$ cat src/qsp_regs.svh
// Constants for the quad supply serial command port: bus offsets,
// frame field positions, command patterns and reset values.
// Assumes inclusion by the package and the port module only.
`ifndef QSP_REGS_SVH
`define QSP_REGS_SVH

// Wishbone register byte offsets
`define QSP_OFF_CTRL      8'h00
`define QSP_OFF_CHAN      8'h04
`define QSP_OFF_CODES     8'h08
`define QSP_OFF_FRAME     8'h0C
`define QSP_OFF_STAT      8'h10

// Control register fields and reset value
`define QSP_CTRL_PORT_EN  0
`define QSP_CTRL_RESET    32'h0000_0001

// Frame field positions
`define QSP_BIT_READ      15
`define QSP_BIT_BANK      14
`define QSP_CH_HI         13
`define QSP_CH_LO         12
`define QSP_ID_HI         11
`define QSP_ID_LO         8
`define QSP_CODE_HI       7
`define QSP_CODE_LO       4
`define QSP_BIT_DISABLE   3
`define QSP_BIT_GLOBAL    2
`define QSP_BIT_INIT_GATE 5
`define QSP_BIT_INIT      0

// Command patterns
`define QSP_INIT_DATA     8'h09
`define QSP_NIB_ONE_ON    4'h0
`define QSP_CODE_PASS     4'hF
`define QSP_FRAME_LAST    5'h0F
`define QSP_CMD_LAST      5'h07

// Ramp divider and bank stagger
`define QSP_RAMP_LAST     3'h7
`define QSP_RAMP_STAGGER  3'h4

`endif

$ cat src/qsp_pkg.sv
// Types shared by the quad supply serial command port.
// Assumes qsp_regs.svh sits beside it.
`include "qsp_regs.svh"

package qsp_pkg;

    typedef struct packed {
        logic       enable;
        logic       pass_through;
        logic [3:0] code;
    } qsp_chan_type;

    typedef struct packed {
        logic [3:0] overcurrent;
        logic [3:0] duty_stuck;
        logic [3:0] settled;
        logic       over_temp;
    } qsp_fault_type;

endpackage : qsp_pkg

$ cat src/qsp_port.sv
// Serial command decoder, channel state and status responder of the
// four-channel supply, with a classic Wishbone slave for software.
// Assumes the serial pins run well below a quarter of i_clk_sys.
//
// Notes on behaviour
// RULE_01: Init word 0x09, zero address: stagger, disable all; init here acts at any address
// RULE_02: Low nibble 0100: enable all at code
// RULE_03: Low nibble 0000: enable addressed channel at code
// RULE_04: Low nibble 1000: disable addressed channel
// RULE_05: First bit one: return channel status byte
// RULE_06: Address top bit picks bank by pin
// RULE_07: Code 0..14 regulate, code 15 pass-through
// RULE_08: Status 00 when settled, else non-zero
// RULE_09: Overcurrent per channel, over-temp all channels
// RULE_10: Sample sync and data on falling clock
// RULE_11: Sync high clears counters, then MSB
// RULE_12: Sixteen bits MSB first, command then data
// RULE_13: Read bit selects data in or out
// RULE_14: Only frame with matching bank bit acts; init frames here act whatever their bank bit
// RULE_15: Two channel bits pick one of four
// RULE_16: Only frames with own device identifier accepted
// RULE_17: Pass-through holds switch fully on
// RULE_18: Data bit 3 one disables channel
// RULE_19: Data bit 2 programs all, starts together
// RULE_20: Init bit gated with data bit 5
// RULE_21: Not ready: off, stuck duty, overcurrent, moving, hot
// RULE_22: Master allows settle delay, polls sparingly
// RULE_23: Fixed frame bit positions
// RULE_24: Init staggers low bank ramp by four
// RULE_25: Ramp sync every eighth rising serial clock
// RULE_26: Unmatched frame ignored, output stays released
`timescale 1ns/1ps
`default_nettype none
`include "qsp_regs.svh"

module qsp_port #(
    parameter logic [3:0] DEVICE_ID = 4'h6  // Arbitrary identifier value
) (
    input  wire logic                  i_clk_sys,        // System clock
    input  wire logic                  i_reset_n,        // Async reset
    input  wire logic                  i_serial_clk,     // Serial clock pin
    input  wire logic                  i_frame_sync_in,  // Frame sync pin
    input  wire logic                  i_serial_in,      // Serial data pin
    input  wire logic                  i_status_out,     // Data out pin level
    output logic                       o_status_out,     // Data out value
    output logic                       o_status_out_oe,  // Pull data out low
    input  wire logic                  i_bank_select_pin,// Bank strap pin
    input  wire qsp_pkg::qsp_fault_type i_fault,         // Analog monitors
    output qsp_pkg::qsp_chan_type      o_chan [4],       // Channel programming
    output logic                       o_ramp_sync,      // PWM ramp start
    input  wire logic                  i_wb_cyc,         // Wishbone cycle
    input  wire logic                  i_wb_stb,         // Wishbone strobe
    input  wire logic                  i_wb_we,          // Wishbone write
    input  wire logic [7:0]            i_wb_adr,         // Byte address
    input  wire logic [3:0]            i_wb_sel,         // Byte enables
    input  wire logic [31:0]           i_wb_dat,         // Write data
    output logic [31:0]                o_wb_dat,         // Read data
    output logic                       o_wb_ack          // Acknowledge
);

    ////////////////////////////////////////////////////////////////////
    // Pin synchronisers
    localparam int NSYNC = 17;
    logic [NSYNC-1:0] pins_meta;
    logic [NSYNC-1:0] pins_sync;
    logic             sclk_d;
    logic             sclk_s;
    logic             sfs_s;
    logic             sdi_s;
    logic             bank_s;
    qsp_pkg::qsp_fault_type flt_s;

    always_ff @(posedge i_clk_sys or negedge i_reset_n)
    begin
        if (!i_reset_n)
        begin
            pins_meta <= '0;
            pins_sync <= '0;
            sclk_d    <= 1'b0;
        end
        else
        begin
            pins_meta <= {i_serial_clk, i_frame_sync_in, i_serial_in,
                          i_bank_select_pin, i_fault};
            pins_sync <= pins_meta;
            sclk_d    <= sclk_s;
        end
    end

    assign {sclk_s, sfs_s, sdi_s, bank_s, flt_s} = pins_sync;

    logic sclk_fall;
    logic sclk_rise;
    assign sclk_fall = sclk_d & ~sclk_s;  // [RULE_10]
    assign sclk_rise = ~sclk_d & sclk_s;

    ////////////////////////////////////////////////////////////////////
    // Wishbone slave
    logic [31:0] ctrl;
    logic [15:0] last_frame;
    logic        port_en;
    assign port_en = ctrl[`QSP_CTRL_PORT_EN];

    always_ff @(posedge i_clk_sys or negedge i_reset_n)
    begin
        if (!i_reset_n)
            o_wb_ack <= 1'b0;
        else
            o_wb_ack <= i_wb_cyc & i_wb_stb & ~o_wb_ack;
    end

    always_ff @(posedge i_clk_sys or negedge i_reset_n)
    begin
        if (!i_reset_n)
            ctrl <= `QSP_CTRL_RESET;
        else if (i_wb_cyc && i_wb_stb && i_wb_we && !o_wb_ack
                 && i_wb_adr == `QSP_OFF_CTRL && i_wb_sel[0])
            ctrl <= {31'h0, i_wb_dat[`QSP_CTRL_PORT_EN]};
    end

    logic [7:0] stat [4];
    logic [31:0] rd_mux;

    always_comb
    begin
        rd_mux = 32'h0;
        case (i_wb_adr)
            `QSP_OFF_CTRL:  rd_mux = ctrl;
            `QSP_OFF_CHAN:  rd_mux = {24'h0,
                                      o_chan[3].pass_through, o_chan[2].pass_through,
                                      o_chan[1].pass_through, o_chan[0].pass_through,
                                      o_chan[3].enable, o_chan[2].enable,
                                      o_chan[1].enable, o_chan[0].enable};
            `QSP_OFF_CODES: rd_mux = {16'h0, o_chan[3].code, o_chan[2].code,
                                      o_chan[1].code, o_chan[0].code};
            `QSP_OFF_FRAME: rd_mux = {16'h0, last_frame};
            `QSP_OFF_STAT:  rd_mux = {stat[3], stat[2], stat[1], stat[0]};
            default:        rd_mux = 32'h0;
        endcase
    end

    always_ff @(posedge i_clk_sys or negedge i_reset_n)
    begin
        if (!i_reset_n)
            o_wb_dat <= 32'h0;
        else if (i_wb_cyc && i_wb_stb && !o_wb_ack)
            o_wb_dat <= rd_mux;
    end

    ////////////////////////////////////////////////////////////////////
    // Channel status bytes
    always_comb
    begin
        for (int c = 0; c < 4; c++)
        begin
            stat[c] = {3'h0,
                       flt_s.over_temp,                      // [RULE_09]
                       ~flt_s.settled[c],                    // [RULE_21]
                       flt_s.overcurrent[c],                 // [RULE_09]
                       flt_s.duty_stuck[c],
                       ~o_chan[c].enable};                   // [RULE_08]
        end
    end

    ////////////////////////////////////////////////////////////////////
    // Serial receive and status shifter
    logic [15:0] shift;
    logic [4:0]  bit_cnt;
    logic        active;
    logic        frame_done;
    logic [7:0]  out_byte;
    logic        drive;
    logic [7:0]  cmd_now;
    logic        cmd_match;
    assign cmd_now   = {shift[6:0], sdi_s};
    assign cmd_match = cmd_now[`QSP_ID_HI-8:`QSP_ID_LO-8] == DEVICE_ID  // [RULE_16]
                       && cmd_now[`QSP_BIT_BANK-8] == bank_s;           // [RULE_06]

    always_ff @(posedge i_clk_sys or negedge i_reset_n)
    begin
        if (!i_reset_n)
        begin
            shift      <= 16'h0;
            bit_cnt    <= 5'h0;
            active     <= 1'b0;
            frame_done <= 1'b0;
        end
        else
        begin
            frame_done <= 1'b0;
            if (sclk_fall && sfs_s)
            begin
                bit_cnt <= 5'h0;                             // [RULE_11]
                active  <= port_en;
            end
            else if (sclk_fall && active)
            begin
                shift   <= {shift[14:0], sdi_s};             // [RULE_12]
                bit_cnt <= bit_cnt + 5'h1;
                if (bit_cnt == `QSP_FRAME_LAST)
                begin
                    active     <= 1'b0;
                    frame_done <= 1'b1;
                end
            end
        end
    end

    always_ff @(posedge i_clk_sys or negedge i_reset_n)
    begin
        if (!i_reset_n)
        begin
            out_byte <= 8'h0;
            drive    <= 1'b0;
        end
        else if (sclk_fall && sfs_s)
            drive <= 1'b0;
        else if (sclk_fall && active)
        begin
            if (bit_cnt == `QSP_CMD_LAST)
            begin
                out_byte <= stat[cmd_now[`QSP_CH_HI-8:`QSP_CH_LO-8]];  // [RULE_05]
                drive    <= cmd_now[`QSP_BIT_READ-8] & cmd_match;      // [RULE_13]
            end
            else if (bit_cnt == `QSP_FRAME_LAST)
                drive <= 1'b0;
            else
                out_byte <= {out_byte[6:0], 1'b0};
        end
    end

    // Open drain: only ever pulls low
    assign o_status_out    = 1'b0;
    assign o_status_out_oe = drive & ~out_byte[7];                    // [RULE_26]

    ////////////////////////////////////////////////////////////////////
    // Frame decode and channel programming
    logic [7:0] dat;
    logic [1:0] ch;
    logic       id_ok;
    logic       bank_ok;
    logic       is_init;
    logic       wr_hit;
    assign dat     = shift[7:0];
    assign ch      = shift[`QSP_CH_HI:`QSP_CH_LO];                      // [RULE_15]
    assign id_ok   = shift[`QSP_ID_HI:`QSP_ID_LO] == DEVICE_ID;         // [RULE_23]
    assign bank_ok = shift[`QSP_BIT_BANK] == bank_s;                    // [RULE_14]
    assign is_init = frame_done && id_ok && !shift[`QSP_BIT_READ]
                     && dat[`QSP_BIT_INIT]
                     && (dat == `QSP_INIT_DATA || dat[`QSP_BIT_INIT_GATE]); // [RULE_20]
    assign wr_hit  = frame_done && id_ok && bank_ok && !shift[`QSP_BIT_READ];

    always_ff @(posedge i_clk_sys or negedge i_reset_n)
    begin
        if (!i_reset_n)
            last_frame <= 16'h0;
        else if (frame_done)
            last_frame <= shift;
    end

    always_ff @(posedge i_clk_sys or negedge i_reset_n)
    begin
        if (!i_reset_n)
        begin
            for (int c = 0; c < 4; c++)
                o_chan[c] <= '0;
        end
        else if (is_init)
        begin
            for (int c = 0; c < 4; c++)
                o_chan[c] <= '0;                                    // [RULE_01] [RULE_24]
        end
        else if (wr_hit)
        begin
            if (dat[`QSP_BIT_DISABLE])
                o_chan[ch].enable <= 1'b0;                          // [RULE_04] [RULE_18]
            else if (dat[`QSP_BIT_GLOBAL])
            begin
                for (int c = 0; c < 4; c++)
                begin
                    o_chan[c].enable       <= 1'b1;                 // [RULE_02] [RULE_19]
                    o_chan[c].code         <= dat[7:4];
                    o_chan[c].pass_through <= dat[7:4] == `QSP_CODE_PASS;
                end
            end
            else if (dat[3:0] == `QSP_NIB_ONE_ON)
            begin
                o_chan[ch].enable       <= 1'b1;                    // [RULE_03]
                o_chan[ch].code         <= dat[7:4];                // [RULE_07]
                o_chan[ch].pass_through <= dat[7:4] == `QSP_CODE_PASS; // [RULE_17]
            end
        end
    end

    ////////////////////////////////////////////////////////////////////
    // PWM ramp divider with bank stagger
    logic [2:0] ramp_cnt;

    always_ff @(posedge i_clk_sys or negedge i_reset_n)
    begin
        if (!i_reset_n)
        begin
            ramp_cnt    <= 3'h0;
            o_ramp_sync <= 1'b0;
        end
        else
        begin
            o_ramp_sync <= sclk_rise && ramp_cnt == `QSP_RAMP_LAST;  // [RULE_25]
            if (is_init)
                ramp_cnt <= bank_s ? 3'h0 : `QSP_RAMP_STAGGER;       // [RULE_24]
            else if (sclk_rise)
                ramp_cnt <= ramp_cnt + 3'h1;
        end
    end
endmodule : qsp_port
`default_nettype wire

$ cat config.mk
export PLATFORM = sky130hd
export DESIGN_NAME = qsp_port
export DESIGN_NICKNAME = d
export VERILOG_FILES = /design/src/qsp_pkg.sv /design/src/qsp_port.sv
export VERILOG_INCLUDE_DIRS = /design/src
export SDC_FILE = /design/constraint.sdc
export NUM_CORES = 1
export LEC_CHECK = 0
export BUFFER_PORTS_ARGS = -buffer_cell sky130_fd_sc_hd__buf_2
export CORE_MARGIN = 2
export CORE_UTILIZATION = 54
export CTS_CLUSTER_SIZE = 28
export DETAILED_ROUTE_END_ITERATION = 16
export PLACE_DENSITY = 0.79
export REMOVE_ABC_BUFFERS = 1
export SLEW_MARGIN = 0
export SYNTH_ARGS = -nofsm -noshare
export SYNTH_HDL_FRONTEND = slang
export SYNTH_SLANG_ARGS = --single-unit
$ cat constraint.sdc
create_clock -name i_clk_sys -period 2 [get_ports i_clk_sys]
set_input_delay 0.4 -clock i_clk_sys [delete_from_list [all_inputs] [get_ports i_clk_sys]]
set_output_delay 0.4 -clock i_clk_sys [all_outputs]
set_load 0.01 [all_outputs]
==> metrics.md, run 1 <==
| Metric | Value |
|---|---|
| Beginning of the worst register-to-register path | `shift[11]$_DFFE_PN0P_` |
| # IOs | `127` |
| H-Tree Depth | `4` |
| Post-Route M1 WL | `5770 um` |
| Syn Inst Count | `484` |
| Drt total wl | `14700 um` |
| Hold Path Stages | `2` |
| Most numerous cell in the Yosys netlist | `dfrtp_1` |
| Vias | `4466` |
| Reg2reg path depth | `5` |
| Die height | `107 um` |
| Pwr Density | `854 nW/um2` |
| GRT Resource Usage Total | `0.273` |
| Synth area leader | `dfrtp_1` |
| Num CTS Buffers | `17` |
| Hold Crit Start | `i_wb_dat[0]` |
| Initial Utilization | `0.556` |
| Unrepaired setup endpoints after global routing | `no` |
| Fill cell count | `722` |
| Ys Warns | `0` |
| Slew at the pin with the worst max-slew slack | `635 ps` |
| Largest net degree at the start of global routing | `52` |
| Grt ovf | `0` |
| Crit path DAT | `2320 ps` |
| Vias/cell | `5.88` |
| Clk_skew | `7.71 ps` |
| Vias in the first global route | `4467` |
| Die Area | `11500 um2` |
| CP startpoint kind | `flop` |
| Rel. slew slack | `0.576` |
| Run status | `completed` |
| Post-synth top area share | `0.594` |
| Minimum clock period | `1880 ps` |
| Slew Limit Fails | `0` |
| Layout cells sized above 1 | `0.308` |
| Detail Route Antenna Nets | `0` |
| DP Wirelength | `9910 um` |
| TritonCTS clock tree | `done` |
| CTS Sinks | `138` |
| Iter 0 DRT Violations | `289` |
| Reg2reg end | `o_chan[21]$_DFFE_PN0P_` |
| Clock Pin Slew Worst Setup and Hold Paths | `60 ps` |
| Seq cells post-synth | `138` |
| CP required | `2440 ps` |
| CP Class | `reg2reg` |
| WL met3 | `1140 um` |
| Clock Path Buffers | `2` |
| Post-synth ARST share | `1.00` |
| Syn avg cell area | `11.9 um2` |
| Final Hold Viols | `0` |
| First-pass GRT wire length | `23700 um` |
| Final worst-path cycle share | `0.940` |
| Commonest cells post-synth | `dfrtp_1, nand2_1, o21ai_0, mux2i_1, mux2_2` |
| Number of flops mapped to enable cells by yosys | `0` |
| Max VDD drop | `0.000762 V` |
| Placer congestion estimate | `0.872` |
| DR WL met2 | `7300 um` |
| Post-Syn Area | `5770 um2` |
| Top routing layer in use | `met4` |
| Worst Hold Class | `in2reg` |
| Drt first pass iters | `5` |
| P_leak | `3.63 nW` |
| Area growth, synth to finish | `25.8%` |
| Total Power | `6.20 mW` |
| Root Buffer | `clkbuf_8` |
| ANT cells | `0` |
| Crit path max fanout | `6` |
| Max Cap Violations | `0` |
| Setup TNS | `0 ps` |
| Setup violators final | `0` |
| Sequential cell area | `3450 um2` |
| Wire per inst | `19.3 um` |
| Post-CTS Repair Setup Buffers | `0` |
| DRC violations left | `0` |
| Fmax | `532 MHz` |
| IO Port Bufs | `84` |
| Sequential area share after synthesis | `0.599` |
| Hold Path End | `ctrl[0]$_DFFE_PN1P_` |
| Library cells used by synthesis | `61` |
| Core Rows | `37` |
| Multi-input combinational cell area | `2170 um2` |
| Crit. End Element | `flop` |
| Net count, final | `682` |
| Clk Latency, worst-skew pair | `530 ps` |
| Primary FF master, synth | `dfrtp_1` |
| Die W | `107 um` |
| Initial antenna violation count | `0` |
| Core Box Area | `10400 um2` |
| R2R Setup Slk | `120 ps` |
| Synth top area cells | `dfrtp_1, nand2_1, mux2i_1, mux2_2, o21ai_0` |
## logic make-up after synthesis
family	after synthesis	share of synthesized area
fa+ha+maj	4	0.00868
simple gates	134	0.120
xor+xnor	4	0.00607
buf+inv	42	0.0343
other cells	1	0.000650
compound gates	107	0.122
flops	138	0.599
mux	54	0.109
## worst max-delay path, cell delays in order (launching register included)
cell,delay [ps]
dfrtp_1,430
nor4b_2,360
nor3b_4,320
buf_4,190
o211ai_2,230
mux2i_1,270
## flip-flops by register name, summed over array words and instances (netlist names), 3 cells and up
signal,cells
bit_cnt,5
last_frame,16
o_chan,24
o_wb_dat,25
out_byte,8
pins_meta,17
pins_sync,17
ramp_cnt,3
shift,16
## placed cells by master (no fill, tap or decap), drive strengths merged, types with 3 or more instances in the layout
cell         instances
o21ai               50
inv                 11
a22o                10
a22oi               11
nand4                3
mux2i               27
nand2               74
clkinv               6
dfrtp              137
nor2                18
a21oi                7
o22ai                5
conb                 7
dlygate4sd3         18
and3b                4
ha                   4
o41ai                3
nand3b               3
a32o                 4
nor4                 3
nor2b                4
mux4                 5
mux2                22
nand3                4
clkbuf              21
nor3b                3
xor2                 3
buf                116
o211ai               4
## report_power, final
| group | total (mW) | switching [mW] | internal (mW) |
|---|---|---|---|
| clock network | 2.98 | 1.18 | 1.80 |
| logic | 0.302 | 0.173 | 0.129 |
| registers | 2.92 | 0.0501 | 2.87 |
| total | 6.20 | 1.40 | 4.80 |
## timing repair
item | 4_1_cts | 5_1_grt
endpoints found under the setup margin | 3 | 13
resized for setup | 2 | 3
hold buffers | 18 | 0
endpoints found under the hold margin | 63 | 0
pin swaps | 0 | 0
## through the flow
| step | cell area (um2) | instances | util | setup slack, ps | hold slack (ps) |
|---|---|---|---|---|---|
| floorplan | 5630 | 458 | - | -1210 | 104 |
| global placement | 6500 | 710 | 0.626 | -3.41 | 334 |
| detailed placement | 6500 | 710 | 0.626 | -41.6 | 335 |
| CTS | 7240 | 760 | 0.698 | 79.2 | 99.8 |
| global route | 7260 | 760 | 0.700 | 18.9 | 102 |
| finish | 7260 | 760 | 0.700 | 120 | 113 |
## cell type report
cell class                 count  share of cell area
inverter                      10             0.00517
clock buffer                  21              0.0605
tap                          136              0.0235
sequential                   138               0.476
multi-input combinational    310               0.300
timing repair buffer         134               0.118
clock inverter                11              0.0167
## layer usage
layer,GRT usage,up-vias
li1,-,1977
met1,0.354,2219
met2,0.437,224
met3,0.0702,46
met4,0.121,0
met5,0,-
## how the worst max path moves through the flow
stage / from / end / slack, ps / depth (start not counted)
after floorplan: pins_sync[16]$_DFF_PN0_ / out_byte[5]$_DFFE_PN0P_ / -1210 / 3
after global placement: i_wb_adr[0] / o_wb_dat[14]$_DFFE_PN0P_ / -3 / 5
after detailed placement: i_wb_adr[0] / o_wb_dat[13]$_DFFE_PN0P_ / -40 / 5
after CTS: shift[0]$_DFFE_PN0P_ / o_chan[7]$_DFFE_PN0P_ / 80 / 5
after global routing: shift[11]$_DFFE_PN0P_ / o_chan[19]$_DFFE_PN0P_ / 20 / 5
final: shift[11]$_DFFE_PN0P_ / o_chan[21]$_DFFE_PN0P_ / 120 / 5
Power figures use the tool's default switching activity.
==> run 2: changes to the inputs <==
--- a/config.mk
+++ b/config.mk
@@ -8,10 +8,11 @@
 export LEC_CHECK = 0
 export BUFFER_PORTS_ARGS = -buffer_cell sky130_fd_sc_hd__buf_2
 export CORE_MARGIN = 2
-export CORE_UTILIZATION = 54
+export CORE_UTILIZATION = 55
+export CTS_BUF_LIST = sky130_fd_sc_hd__clkbuf_4
 export CTS_CLUSTER_SIZE = 28
 export DETAILED_ROUTE_END_ITERATION = 16
-export PLACE_DENSITY = 0.79
+export PLACE_DENSITY = 0.81
 export REMOVE_ABC_BUFFERS = 1
 export SLEW_MARGIN = 0
 export SYNTH_ARGS = -nofsm -noshare
==> constraint.sdc (replaced) <==
create_clock -name i_clk_sys -period 2 [get_ports i_clk_sys]
set_input_delay 0.4 -clock i_clk_sys [delete_from_list [all_inputs] [get_ports i_clk_sys]]
set_output_delay 0.4 -clock i_clk_sys [all_outputs]
set_load 0.1 [all_outputs]
==> metrics.md, run 2 (synthesis gave the netlist of run 1 again) <==
| Metric | Value |
|---|---|
| CTS Sinks | `138 (unchanged)` |
| Clock Pin Slew Worst Setup and Hold Paths | `120 ps (was 60 ps)` |
| Max Cap Violations | `0 (unchanged)` |
| Total Power | `5.25 mW (was 6.20 mW)` |
| Comb pwr share | `0.070 (was 0.049)` |
| Net count, final | `681 (was 682)` |
| Die Area | `11300 um2 (was 11500 um2)` |
| Run status | `completed (unchanged)` |
| GR Util met1 | `0.355 (was 0.354)` |
| First-pass GRT wire length | `22600 um (was 23700 um)` |
| Drt first pass iters | `5 (unchanged)` |
| CP Class | `reg2out (was reg2reg)` |
| Crit path DAT | `1500 ps (was 2320 ps)` |
| Placer congestion estimate | `0.911 (was 0.872)` |
| Rel. slew slack | `0.659 (was 0.576)` |
| Slew at the pin with the worst max-slew slack | `511 ps (was 635 ps)` |
| Max FFs per register | `25 (unchanged)` |
| TritonCTS clock tree | `done (unchanged)` |
| Crit-path leading delay family | `flip-flops (was simple AND/OR/NAND/NOR gates)` |
| Most frequent cells in the layout | `dfrtp_1, buf_2, nand2_1, o21ai_0, buf_4 (unchanged)` |
| Biggest register | `o_wb_dat (unchanged)` |
| Worst Hold Class | `in2reg (unchanged)` |
| Minimum clock period | `1900 ps (was 1880 ps)` |
| CP required | `1600 ps (was 2440 ps)` |
| Final hold slack | `111 ps (was 113 ps)` |
| Clock Path Buffers | `2 (unchanged)` |
| M2 GR Usage | `0.408 (was 0.437)` |
| DP Wirelength | `9540 um (was 9910 um)` |
| Most common cell after layout, fill and taps aside | `dfrtp_1 (unchanged)` |
| Crit-path slowest cell | `dfrtp_1 (unchanged)` |
| Slew Limit Fails | `0 (unchanged)` |
| Root Buffer | `clkbuf_4 (was clkbuf_8)` |
| Fmax | `526 MHz (was 532 MHz)` |
| Clk Latency, worst-skew pair | `540 ps (was 530 ps)` |
| Clock power frac | `0.376 (was 0.481)` |
| Crit path max fanout | `5 (was 6)` |
| Layout cells sized above 1 | `0.306 (was 0.308)` |
| GRT Resource Usage Total | `0.261 (was 0.273)` |
| Max VDD drop | `0.000457 V (was 0.000762 V)` |
| CP startpoint kind | `flop (unchanged)` |
| Crit-path cells | `buf_2 (was nor4b_2 -> nor3b_4 -> buf_4 -> o211ai_2 -> mux2i_1)` |
| Switching power | `1.29 mW (was 1.40 mW)` |
| Top Registers | `o_wb_dat (25), o_chan (24) (unchanged)` |
| Clk_skew | `16.2 ps (was 7.71 ps)` |
| Initial Utilization | `0.561 (was 0.556)` |
| Grt ovf | `0 (unchanged)` |
| Final worst-path cycle share | `0.950 (was 0.940)` |
| # IOs | `127 (unchanged)` |
| Core Box Area | `10300 um2 (was 10400 um2)` |
| Vias/cell | `5.75 (was 5.88)` |
| Pint | `3.96 mW (was 4.80 mW)` |
| Detail Route Antenna Nets | `0 (unchanged)` |
| Largest net degree at the start of global routing | `50 (was 52)` |
| P_leak | `3.50 nW (was 3.63 nW)` |
| Met3 Use GR | `0.0595 (was 0.0702)` |
| Vias in the first global route | `4420 (was 4467)` |
| Initial antenna violation count | `0 (unchanged)` |
| Area growth, synth to finish | `21.2% (was 25.8%)` |
| Pwr Density | `751 nW/um2 (was 854 nW/um2)` |
| Grt peak-use layer | `met2 (unchanged)` |
| Iter 0 DRT Violations | `382 (was 289)` |
| Switching Share | `0.246 (was 0.226)` |
| Drt total wl | `13900 um (was 14700 um)` |
| Critical path buffer and inverter count | `1 (unchanged)` |
| Vias | `4356 (was 4466)` |
| H-Tree Depth | `4 (unchanged)` |
| Post-CTS Repair Setup Buffers | `0 (unchanged)` |
| Num CTS Buffers | `17 (unchanged)` |
| ANT cells | `0 (unchanged)` |
| Die W | `106 um (was 107 um)` |
| Final Hold Viols | `0 (unchanged)` |
| CP max stage delay | `490 ps (was 430 ps)` |
| Crit. End Element | `output pin (was flop)` |
| Die height | `106 um (was 107 um)` |
| Core Rows | `37 (unchanged)` |
| Setup violators final | `0 (unchanged)` |
| Wire per inst | `18.3 um (was 19.3 um)` |
| Sequential share of power | `0.554 (was 0.471)` |
| DRC violations left | `0 (unchanged)` |
| IO Port Bufs | `84 (unchanged)` |
==> run 2: cell count changes in the layout (fill, tap and decap cells not counted), moves of 2 or more <==
| cell | delta |
|---|---|
| clkbuf_4 | +17 |
| clkinv_2 | -2 |
| clkbuf_1 | -3 |
| clkbuf_8 | -2 |
| clkinv_1 | +2 |
| clkbuf_16 | -16 |
| bufinv_16 | +2 |
==> run 2: repair_timing <==
action / 4_1_cts / 5_1_grt
endpoints found under the setup margin: 15 / 17
endpoints found under the hold margin: 59 / 0
gates resized for setup: 1 / 3
hold buffers: 18 / 0
==> run 2: power by group through the flow <==
stage	Combinational, mW	Clock, mW	Sequential (mW)
global route	0.410	2.14	2.92
detailed placement	0.343	0	2.96
global placement	0.330	0	2.96
finish	0.366	1.98	2.91
CTS	0.371	1.99	2.91
floorplan	0.165	0	2.98
==> run 2: cell type report <==
cell class                 instances  area, um2
clock buffer                      17        128
inverter                          10       37.5
timing repair buffer             133        852
clock inverter                    13        178
sequential                       138       3450
multi-input combinational        310       2170
fill                             721       3290
tap                              136        170
==> run 2: worst paths after layout <==
check                                         from                 endpoint  slack, ps  depth (start not counted)
setup / recovery             o_chan[5]$_DFFE_PN0P_                o_chan[5]        100                          1
hold / removal                         i_wb_dat[0]      ctrl[0]$_DFFE_PN1P_        110                          2
setup reg to reg              shift[0]$_DFFE_PN0P_   o_chan[11]$_DFFE_PN0P_        100                          5
hold reg to reg            pins_meta[15]$_DFF_PN0_  pins_sync[15]$_DFF_PN0_        360                          0
max in group asynchronous                i_reset_n  out_byte[1]$_DFFE_PN0P_        960                          3
min in group asynchronous                i_reset_n   o_chan[12]$_DFFE_PN0P_        330                          2
==> run 2: through the flow <==
stage,TNS (ps),setup WS (ps),instance area [um2],utilization,cells
floorplan,-23480,-1210,5630,-,458
global placement,0,14.5,6490,0.631,709
detailed placement,-17.4,-10.2,6490,0.631,709
CTS,0,15.4,6980,0.679,757
global route,-2.78,-2.66,6990,0.680,757
finish,0,99.3,6990,0.680,757
==> run 2: routing by layer <==
layer	share of wire	wire [um]
met1	0.42	5830
met3	0.068	937
met5	0	0
met2	0.49	6770
met4	0.025	341
==> run 3: changes to the inputs <==
--- a/config.mk
+++ b/config.mk
@@ -7,7 +7,7 @@
 export NUM_CORES = 1
 export LEC_CHECK = 0
 export BUFFER_PORTS_ARGS = -buffer_cell sky130_fd_sc_hd__buf_2
-export CORE_MARGIN = 2
+export CORE_MARGIN = 3
 export CORE_UTILIZATION = 55
 export CTS_BUF_LIST = sky130_fd_sc_hd__clkbuf_4
 export CTS_CLUSTER_SIZE = 28
==> metrics.md, run 3 (synthesis gave the netlist of run 1 again) <==
| Metric | Value |
|---|---|
| Wire per inst | `19.4 um (was 18.3 um)` |
| Root Buffer | `clkbuf_4 (unchanged)` |
| Most frequent cells in the layout | `dfrtp_1, buf_2, nand2_1, o21ai_0, buf_4 (unchanged)` |
| Multi-input combinational cell area | `2160 um2 (was 2170 um2)` |
| Clk Latency, worst-skew pair | `540 ps (about the same)` |
| Clock Pin Slew Worst Setup and Hold Paths | `120 ps (about the same)` |
| Biggest register | `o_wb_dat (unchanged)` |
| CP startpoint kind | `flop (unchanged)` |
| Initial antenna violation count | `0 (unchanged)` |
| ANT cells | `0 (unchanged)` |
| Final Hold Viols | `0 (unchanged)` |
| Iter 0 DRT Violations | `333 (was 382)` |
| CP max stage delay | `490 ps (about the same)` |
| CP Class | `reg2out (unchanged)` |
| Post-CTS Repair Setup Buffers | `0 (unchanged)` |
| Top Registers | `o_wb_dat (25), o_chan (24) (unchanged)` |
| Final worst-path cycle share | `0.950 (about the same)` |
| Core Rows | `36 (was 37)` |
| Vias/cell | `5.87 (was 5.75)` |
| Pwr Density | `747 nW/um2 (was 751 nW/um2)` |
| DP Wirelength | `9920 um (was 9540 um)` |
| Clk_skew | `14.8 ps (was 16.2 ps)` |
| Slew Limit Fails | `0 (unchanged)` |
| Critical path buffer and inverter count | `1 (unchanged)` |
| CP required | `1600 ps (about the same)` |
| H-Tree Depth | `4 (unchanged)` |
| Most common cell after layout, fill and taps aside | `dfrtp_1 (unchanged)` |
| Initial Utilization | `0.577 (was 0.561)` |
| Crit path DAT | `1500 ps (about the same)` |
| Rel. slew slack | `0.647 (was 0.659)` |
| Largest net degree at the start of global routing | `51 (was 50)` |
| Area growth, synth to finish | `21.3% (was 21.2%)` |
| Fill cell count | `714 (was 721)` |
| Crit-path cells | `buf_2 (unchanged)` |
| Max Cap Violations | `0 (unchanged)` |
| Final worst slack | `99.1 ps (was 99.3 ps)` |
| TritonCTS clock tree | `done (unchanged)` |
| Run status | `completed (unchanged)` |
| IO Port Bufs | `84 (unchanged)` |
| Die height | `108 um (was 106 um)` |
| Die W | `108 um (was 106 um)` |
| Net count, final | `682 (was 681)` |
| Placer congestion estimate | `0.865 (was 0.911)` |
| Worst Hold Class | `in2reg (unchanged)` |
| Layout cells sized above 1 | `0.308 (was 0.306)` |
| # IOs | `127 (unchanged)` |
| Max VDD drop | `0.000574 V (was 0.000457 V)` |
| Minimum clock period | `1900 ps (about the same)` |
| DRC violations left | `0 (unchanged)` |
| Num CTS Buffers | `17 (unchanged)` |
| Crit-path leading delay family | `flip-flops (unchanged)` |
| Post-Place Worst Slack | `-26.2 ps (was -10.2 ps)` |
| Drt total wl | `14700 um (was 13900 um)` |
| Clock Path Buffers | `2 (unchanged)` |
| Die Area | `11800 um2 (was 11300 um2)` |
| Crit-path slowest cell | `dfrtp_1 (unchanged)` |
| Unrepaired setup endpoints after global routing | `no` |
| Slew at the pin with the worst max-slew slack | `528 ps (was 511 ps)` |
| Core Box Area | `10000 um2 (was 10300 um2)` |
| Sequential cell area | `3450 um2 (unchanged)` |
| Vias | `4444 (was 4356)` |
| Core Util, Final | `0.700 (was 0.680)` |
| Crit. End Element | `output pin (unchanged)` |
| Max FFs per register | `25 (unchanged)` |
| Setup violators final | `0 (unchanged)` |
| P_leak | `3.50 nW (about the same)` |
| Grt ovf | `0 (unchanged)` |
| Crit path max fanout | `5 (unchanged)` |
| Detail Route Antenna Nets | `0 (unchanged)` |
| Drt first pass iters | `6 (was 5)` |
| Vias in the first global route | `4426 (was 4420)` |
| First-pass GRT wire length | `22900 um (was 22600 um)` |
| Fmax | `526 MHz (about the same)` |
| GRT Resource Usage Total | `0.259 (was 0.261)` |
| CTS Sinks | `138 (unchanged)` |
[run 3: area by class of cell]
class | instances | area share
flip-flops and latches | 138 | 0.493
multi-input cells | 310 | 0.309
repair buffers | 134 | 0.125
clock inverters | 14 | 0.0248
well taps | 133 | 0.0238
clock buffers | 18 | 0.0193
inverters | 10 | 0.00536
[run 3: through the flow]
step | cell area [um2] | TNS, ps | hold WS (ps) | cells | power [mW]
4_1_cts | 6990 | 0 | 59.8 | 757 | 5.25
6_report | 7000 | 0 | 87.3 | 757 | 5.23
5_1_grt | 7000 | 0 | 54.9 | 757 | 5.42
2_1_floorplan | 5630 | -23480 | 104 | 458 | 3.14
3_3_place_gp | 6500 | 0 | 333 | 707 | 3.29
3_5_place_dp | 6500 | -37.6 | 335 | 707 | 3.31
[run 3: power by group]
group	internal (mW)	switching [mW]	leakage (nW)
clock network	0.881	1.06	0.145
logic	0.127	0.245	1.52
registers	2.86	0.0464	1.84
total	3.87	1.36	3.50
[run 3: timing repair]
| action | in CTS | in global routing |
|---|---|---|
| hold buffers | 18 | 0 |
| hold endpoints to repair | 64 | 0 |
| endpoints found under the setup margin | 0 | 16 |
| gates resized for setup | 0 | 2 |
[run 3: final timing paths]
kind,depth (start not counted),endpoint,slack (ps),startpoint
worst max-delay path,1,o_chan[23],100,o_chan[23]$_DFFE_PN0P_
worst min-delay path,2,ctrl[0]$_DFFE_PN1P_,90,i_wb_dat[0]
worst max register to register,4,o_chan[11]$_DFFE_PN0P_,140,shift[0]$_DFFE_PN0P_
worst min register to register,0,pins_sync[11]$_DFF_PN0_,350,pins_meta[11]$_DFF_PN0_
max in group asynchronous,3,last_frame[13]$_DFFE_PN0P_,1000,i_reset_n
min in group asynchronous,2,o_wb_dat[5]$_DFFE_PN0P_,360,i_reset_n
[run 3: metal layers]
layer | share of wire | vias to the layer above | global-route usage
met1 | 0.41 | 2223 | 0.333
met4 | 0.026 | 0 | 0.0884
li1 | - | 1974 | -
met5 | 0 | - | 0
met3 | 0.069 | 35 | 0.0872
met2 | 0.50 | 212 | 0.414
